[src/shared/dsp_pkg.sv]
// constants, register map and carrier types for the eight-pin digital/servo port
package dsp_pkg;
  localparam int unsigned NPIN      = 8;
  localparam int unsigned NSRV      = 4;
  localparam int unsigned SRV_OBASE = 4;
  localparam int unsigned CFG_W     = 3;

  // timing, in milliseconds and in cycles of the 40 MHz core clock
  localparam int unsigned CLK_HZ    = 40_000_000;
  localparam int unsigned FRAME_MS  = 20;
  localparam int unsigned PMIN_MS   = 1;
  localparam int unsigned PMAX_MS   = 2;
  localparam int unsigned FRAME_CYC = (CLK_HZ / 1000) * FRAME_MS;
  localparam int unsigned PMIN_CYC  = (CLK_HZ / 1000) * PMIN_MS;
  localparam int unsigned PMAX_CYC  = (CLK_HZ / 1000) * PMAX_MS;
  localparam int unsigned POS_MAX   = 255;

  // pin function codes
  localparam logic [2:0] MODE_IN      = 3'h0;
  localparam logic [2:0] MODE_OUT     = 3'h1;
  localparam logic [2:0] MODE_SRV_IN  = 3'h2;
  localparam logic [2:0] MODE_SRV_OUT = 3'h3;
  localparam logic [2:0] MODE_SIG_OUT = 3'h6;
  localparam logic [2:0] MODE_SIG_IN  = 3'h7;

  // register byte offsets
  localparam logic [7:0] ADDR_CFG     = 8'h00;
  localparam logic [7:0] ADDR_STATE   = 8'h04;
  localparam logic [7:0] ADDR_SRV_EN  = 8'h08;
  localparam logic [7:0] ADDR_POS_OUT = 8'h0c;
  localparam logic [7:0] ADDR_POS_IN  = 8'h10;

  // reset values
  localparam logic [23:0] CFG_RST   = 24'h000000;
  localparam logic [7:0]  LEVEL_RST = 8'h00;
  localparam logic [7:0]  EN_RST    = 8'h00;
  localparam logic [7:0]  POS_RST   = 8'h00;

  typedef struct packed {
    logic [7:0]  addr;
    logic [31:0] wdata;
    logic        wr;
    logic        rd;
  } dsp_bus_t;

  typedef struct packed {
    logic [7:0] o;
    logic [7:0] oe;
    logic [7:0] pd;
  } dsp_pin_drv_t;

  typedef struct packed {
    logic [NPIN-1:0][CFG_W-1:0] cfg;
    logic [NPIN-1:0]            level;
    logic [NPIN-1:0]            srv_en;
    logic [NSRV-1:0][7:0]       pos_out;
    logic [NSRV-1:0][7:0]       hold;
    logic [NSRV-1:0][7:0]       pos_in;
    logic [NSRV-1:0][20:0]      meas;
    logic [19:0]                frame;
    logic [NPIN-1:0]            s1;
    logic [NPIN-1:0]            s2;
    logic [NPIN-1:0]            s3;
    dsp_pin_drv_t               drv;
    logic [31:0]                rdata;
  } dsp_state_t;
endpackage

[src/design/dsp_top.sv]
// eight digital pins with plain, servo-measure and servo-generate functions
//
// Strobed register access and the register offsets are this design's own decisions.
`timescale 1ns/1ps

// Behaviour
// RULE1 - eight pins, each an input or an output by its configuration
// RULE2 - code selects function: 0 in, 1 out, 2/3 servo, 6/7 waveform; here code 6 only drives the pin low, 7 is a plain input
// RULE3 - plain output drives the last level written to its state bit
// RULE4 - plain input reads back the level sampled on the pin
// RULE5 - any input configuration turns on the weak pull-down
// RULE6 - servo measuring only on pins 0-3, generating only on pins 4-7
// RULE7 - software sets servo mode before enabling; otherwise enable does nothing
// RULE8 - enabled servo output repeats a 20 ms frame, high 1 to 2 ms
// RULE9 - enabled servo input measures high time and reports position
// RULE10 - position maps linearly, 0 gives 1 ms, 255 gives 2 ms; disabled low
module dsp_top #(
  parameter int unsigned FRAME_CYC = dsp_pkg::FRAME_CYC,
  parameter int unsigned PMIN_CYC  = dsp_pkg::PMIN_CYC,
  parameter int unsigned PMAX_CYC  = dsp_pkg::PMAX_CYC
) (
  input  wire logic                  core_clk_in,
  input  wire logic                  resetn_in,
  input  wire dsp_pkg::dsp_bus_t     bus_in,
  output logic [31:0]                bus_rdata_out,
  input  wire logic [7:0]            pin_in,
  output dsp_pkg::dsp_pin_drv_t      pin_drv_out
);
  localparam int unsigned SPAN = PMAX_CYC - PMIN_CYC;

  logic [1:0]          rst_s_q;
  logic                rst_n;
  dsp_pkg::dsp_state_t st_q;
  dsp_pkg::dsp_state_t st_d;

  // reset enters asynchronously but is released on the clock
  always_ff @(posedge core_clk_in or negedge resetn_in) begin
    if (!resetn_in) begin
      rst_s_q <= 2'h0;
    end else begin
      rst_s_q <= {rst_s_q[0], 1'b1};
    end
  end
  assign rst_n = rst_s_q[1];

  function automatic logic [20:0] pos2cyc(input logic [7:0] p);
    logic [31:0] t;
    t = (32'(p) * SPAN) / dsp_pkg::POS_MAX;
    return 21'(PMIN_CYC + t);
  endfunction

  // out-of-range pulses clamp to the end positions
  function automatic logic [7:0] cyc2pos(input logic [20:0] m);
    logic [31:0] t;
    t = 32'h0;
    if (32'(m) <= PMIN_CYC) begin
      return 8'h00;
    end
    if (32'(m) >= PMAX_CYC) begin
      return 8'hff;
    end
    t = ((32'(m) - PMIN_CYC) * dsp_pkg::POS_MAX) / SPAN;
    return t[7:0];
  endfunction

  function automatic logic is_input(input logic [2:0] m);
    return !(m == dsp_pkg::MODE_OUT || m == dsp_pkg::MODE_SRV_OUT ||
             m == dsp_pkg::MODE_SIG_OUT);
  endfunction

  always_comb begin
    logic [2:0] m;
    logic       srv_on;
    m      = 3'h0;
    srv_on = 1'b0;
    st_d   = st_q;
    st_d.rdata = 32'h0;
    // pin synchroniser: s1 feeds only s2, s3 holds the last s2 for edges
    st_d.s1 = pin_in;
    st_d.s2 = st_q.s1;
    st_d.s3 = st_q.s2;

    // shared frame timer; all servo outputs start their frames together
    if (st_q.frame == 20'(FRAME_CYC - 1)) begin
      st_d.frame = 20'h0;
    end else begin
      st_d.frame = st_q.frame + 20'h1;
    end

    if (bus_in.wr) begin
      case (bus_in.addr)
        dsp_pkg::ADDR_CFG:     st_d.cfg     = bus_in.wdata[23:0];
        dsp_pkg::ADDR_STATE:   st_d.level   = bus_in.wdata[7:0]; // [RULE3]
        dsp_pkg::ADDR_SRV_EN:  st_d.srv_en  = bus_in.wdata[7:0];
        dsp_pkg::ADDR_POS_OUT: st_d.pos_out = bus_in.wdata;
        default: ;
      endcase
    end

    for (int i = 0; i < dsp_pkg::NPIN; i++) begin
      m = st_q.cfg[i];
      // undefined codes are treated as inputs so the pin never fights
      st_d.drv.oe[i] = !is_input(m); // [RULE1] [RULE2]
      st_d.drv.pd[i] = is_input(m);  // [RULE5]
      case (m)
        dsp_pkg::MODE_OUT:     st_d.drv.o[i] = st_q.level[i]; // [RULE3]
        dsp_pkg::MODE_SRV_OUT: st_d.drv.o[i] = 1'b0;
        default:               st_d.drv.o[i] = 1'b0;
      endcase
    end

    // generators live on pins 4-7 only
    for (int j = 0; j < dsp_pkg::NSRV; j++) begin
      srv_on = st_q.srv_en[dsp_pkg::SRV_OBASE + j] &&
               st_q.cfg[dsp_pkg::SRV_OBASE + j] == dsp_pkg::MODE_SRV_OUT; // [RULE6] [RULE7]
      // position is sampled once per frame so a write never cuts a pulse short
      if (st_q.frame == 20'h0) begin
        st_d.hold[j] = st_q.pos_out[j];
      end
      if (srv_on) begin
        st_d.drv.o[dsp_pkg::SRV_OBASE + j] =
          {1'b0, st_q.frame} < pos2cyc(st_q.hold[j]); // [RULE8] [RULE10]
      end
    end

    // measurers live on pins 0-3 only
    for (int j = 0; j < dsp_pkg::NSRV; j++) begin
      srv_on = st_q.srv_en[j] && st_q.cfg[j] == dsp_pkg::MODE_SRV_IN; // [RULE6] [RULE7]
      if (st_q.s2[j] && !st_q.s3[j]) begin
        st_d.meas[j] = 21'h1;
      end else if (st_q.s2[j] && st_q.meas[j] != 21'h1fffff) begin
        st_d.meas[j] = st_q.meas[j] + 21'h1;
      end
      if (srv_on && !st_q.s2[j] && st_q.s3[j]) begin
        st_d.pos_in[j] = cyc2pos(st_q.meas[j]); // [RULE9] [RULE10]
      end
    end

    if (bus_in.rd) begin
      case (bus_in.addr)
        dsp_pkg::ADDR_CFG:     st_d.rdata = {8'h0, st_q.cfg};
        dsp_pkg::ADDR_STATE: begin
          for (int i = 0; i < dsp_pkg::NPIN; i++) begin
            st_d.rdata[i] = is_input(st_q.cfg[i]) ? st_q.s2[i] : st_q.drv.o[i]; // [RULE4]
          end
        end
        dsp_pkg::ADDR_SRV_EN:  st_d.rdata = {24'h0, st_q.srv_en};
        dsp_pkg::ADDR_POS_OUT: st_d.rdata = st_q.pos_out;
        dsp_pkg::ADDR_POS_IN:  st_d.rdata = st_q.pos_in;
        default:               st_d.rdata = 32'h0;
      endcase
    end
  end

  always_ff @(posedge core_clk_in or negedge rst_n) begin
    if (!rst_n) begin
      st_q         <= '0;
      st_q.cfg     <= dsp_pkg::CFG_RST;
      st_q.level   <= dsp_pkg::LEVEL_RST;
      st_q.srv_en  <= dsp_pkg::EN_RST;
      st_q.pos_out <= {4{dsp_pkg::POS_RST}};
      st_q.drv.pd  <= 8'hff;
    end else begin
      st_q <= st_d;
    end
  end

  assign bus_rdata_out = st_q.rdata;
  assign pin_drv_out   = st_q.drv;
endmodule // dsp_top

[config.mk]
export PLATFORM = sky130hd
export DESIGN_NAME = dsp_top
export DESIGN_NICKNAME = d
export VERILOG_FILES = /design/src/shared/dsp_pkg.sv /design/src/design/dsp_top.sv
export SDC_FILE = /design/constraint.sdc
export NUM_CORES = 2
export LEC_CHECK = 0
export BUFFER_PORTS_ARGS = -buffer_cell sky130_fd_sc_hd__buf_2
export CAP_MARGIN = 20
export CORE_AREA = 2 2 399 401
export CTS_CLUSTER_DIAMETER = 80
export DETAILED_ROUTE_END_ITERATION = 8
export DIE_AREA = 0 0 401 403
export PLACE_DENSITY_LB_ADDON = 0.3
export SLEW_MARGIN = 10
export SYNTH_ARGS = -nofsm -noshare
export SYNTH_HDL_FRONTEND = slang
export SYNTH_SLANG_ARGS = --single-unit
[constraint.sdc]
create_clock -name core_clk_in -period 18.7 [get_ports core_clk_in]
set_clock_uncertainty 0.05 [all_clocks]
set_input_delay 2.805 -clock core_clk_in [delete_from_list [all_inputs] [get_ports core_clk_in]]
set_output_delay 2.805 -clock core_clk_in [all_outputs]
set_load 0.1 [all_outputs]
==> run_results.csv <==
group,metric,value,unit
placement,post-place-cells,13875,
critical_path,max_stage_delay,0.57,ns
global_route,track_usage,29.0,%
yosys,async_reset_ff_share,100,%
critical_path,critical_path_cell_count,85,
power,total_power,0.0112,W
clock_network,cts_made_buffers,40,
clock_network,cts_tree,"built",
layout,drive_gt1_share,29.7,%
power,p_leak,46.7,nW
power,p_int,0.00565,W
layout,mostFrequentLayoutCell,"buf_4",
critical_path,endpoint_kind,"flop",
global_route,grt_pass1_wl,404000,µm
clock_network,path_clk_slew,0.07,ns
global_route,grt_pass1_vias,81920,
layout,layout_common_cells,"buf_4, inv_1, nand2_1",
die,ios,108,
power,swShare,49.5,%
routing,met1_length,111000,µm
power,switchingPower,0.00554,W
timing,relSlewSlack,23.1,%
yosys,postSynthAreaPerCell,7.58,µm²
yosys,ys_seq_area_share,10.2,%
timing,final_min_period_over_clock_period,101,%
routing,wl_met2,123000,µm
clock_network,clockBufferDepth,3,
die,die-width,401,µm
timing,finalHoldViolCount,0,
placement,io_buffers,107,
die,fp-row-count,146,
critical_path,critPathArrivalTime,19.41,ns
yosys,netlist_instances,10308,
critical_path,path_delay_family,"compound AO/OA/AOI/OAI gates",
routing,firstDrtPassIters,9,
routing,drc,0,
routing,dr.first_iter.drc_count,6981,
timing,slew_violations,0,
placement,place_congestion,0.986,
clock_network,hold_buffers,0,
critical_path,ff2ff_path_depth,85,
routing,vias,85517,
yosys,yosys_warnings,0,
clock_network,htree_levels,2,
critical_path,required,19.14,ns
timing,min_period,18.97,ns
timing,whs,0.296,ns
layout,syn_to_final_growth,31.7,%
critical_path,critPathKind,"flop to flop",
run_status,status,"finished with violations",
timing,grt_setup_unrepaired,"true",
critical_path,cp_slowest_cell,"or4_4",
power,seqPwrFrac,6.6,%
timing,setup_violations,2,
layout,nFillCells,13060,
global_route,antenna_found_initial,12,
critical_path,path_common_cell,"buf_4",
routing,avgViaCountPerCell,6.03,
power,pwr-share-clk,7.2,%
layout,seq_area,7980,µm²
power,power_frac_comb,86.1,%
clock_network,cts-root-buf,"clkbuf_16",
placement,place_hpwl,198000,µm
run,drv_cap,0,
yosys,synth_edf_count,0,
critical_path,critPathLaunchType,"flop",
power,peakVddDrop,0.348,mV
layout,final_nets,13030,
timing,tns,-0.297,ns
yosys,synth.ff_latch_count,318,
clock_network,clk_latency,0.63,ns
timing,tightest_slew,1.14,ns
yosys,synth_top_flop_cell,"dfrtp_1",
run_status,violations,"negative setup slack",
min_path,hold_path_class,"flop to flop",
critical_path,crit_buf_inv,19,
min_path,hold_depth,0,
routing,wirelength,255000,µm
timing,setup_slack,-0.268,ns
die,start_util,49.6,%
clock_network,clock_sinks,318,
layout,multi_input_area,71300,µm²
timing,fmax,52.7,MHz
power,p_per_area,109,nW/µm²
routing,wire_per_inst,17.9,µm
layout,stdcell_count,14189,
die,die_h,403,µm
yosys,yosys.cell_types.count,158,
die,dieArea,162000,µm²
die,core,157000,µm²
yosys,synth.cell_area,78100,µm²
critical_path,cp_max_fo,7,
global_route,overflow,0,
global_route,grt_max_degree,163,
routing,top_layer_used,"met4",
routing,drtAntennaViolNets,0,
routing,dr_wl_met3,13100,µm
## per-stage QoR
step	instance area, µm²	util, %	setup WS [ns]
finish	103000	65.3	-0.268
global route	103000	65.3	-1.05
CTS	96500	61.3	-0.177
detailed placement	93400	59.3	-0.669
global placement	93400	59.3	-0.327
floorplan	79000	-	-0.0859
## power by group through the flow
stage	clock network, W	registers, W	logic (W)
detailed placement	0	0.000756	0.00872
global placement	0	0.000755	0.00847
finish	0.000809	0.000744	0.00964
global route	0.000851	0.000748	0.0105
CTS	0.000818	0.000744	0.00886
floorplan	0	0.000752	0.00578
## cells in the mapped netlist, drive strengths merged, types with 45 or more instances
cell type / number / area [µm²]
or2: 104 / 651
a22oi: 49 / 373
o21a: 99 / 743
nand3: 368 / 1870
o21ai: 532 / 2700
mux2i: 107 / 1080
nand4: 125 / 797
clkbuf: 198 / 743
inv: 1121 / 4210
a21boi: 57 / 435
or3: 101 / 637
a21o: 172 / 1290
nor4: 86 / 632
buf: 144 / 912
a31o: 50 / 438
a21oi: 608 / 3090
a211oi: 137 / 1130
o211a: 45 / 450
nor3: 290 / 1490
a2111oi: 53 / 613
o21bai: 65 / 488
o2111ai: 53 / 482
dfrtp: 310 / 7760
xnor2: 631 / 5650
mux2: 153 / 1730
nor2b: 79 / 494
o31ai: 86 / 703
a31oi: 165 / 1080
nand2: 903 / 3400
nand2b: 105 / 657
nor2: 777 / 2930
and3: 173 / 1080
a211o: 49 / 438
o22ai: 71 / 457
and2: 140 / 881
ha: 498 / 6230
xor2: 242 / 2160
fa: 404 / 8090
o211ai: 165 / 1330
## registers in the layout, indices dropped and copies added, names as in the netlist
register	flops
pin_drv_out	24
st_q	244
st_d	16
rst_s_q	2
bus_rdata_out	32
## area by class of cell
type	count	area share [%]
multi-input cells	8531	69.3
clock buffers	50	1.03
inverters	1123	4.11
well taps	2072	2.52
diodes	9	0.0219
repair buffers	2062	15.0
clock inverters	24	0.285
flip-flops and latches	318	7.76
## worst paths after layout
kind / startpoint / slack, ns / endpoint
min in group asynchronous: rst_s_q[1] / 0.34 / st_q[169]
min: st_d[66] / 0.30 / st_d[58]
max: st_q[169] / -0.27 / st_q[208]
min reg2reg: st_d[66] / 0.30 / st_d[58]
max in group asynchronous: rst_s_q[1] / 16.05 / st_q[219]
max reg2reg: st_q[169] / -0.27 / st_q[208]
## cell families after synthesis
logic type	Yosys count	share of synthesized area (%)
simple gates	3459	22.2
other cells	1	0.00480
mux	260	3.60
flops	318	10.2
buf+inv	1465	7.51
xor+xnor	877	10.1
fa+ha+maj	940	18.8
compound gates	2988	27.6
## what timing repair did
action | CTS | global route
endpoints found under the hold margin | 0 | 0
setup endpoints to repair | 10 | 15
gates resized for setup | 255 | 971
buffers inserted | 44 | 184
pin swaps | 95 | 400
gates cloned | 1 | 2
## metal layers
layer,up-vias,track usage (%)
met1,41339,38.4
met4,0,8.98
met5,-,0
met3,510,3.02
li1,40889,-
met2,2779,49.7
(Power assumes the default switching activity.)
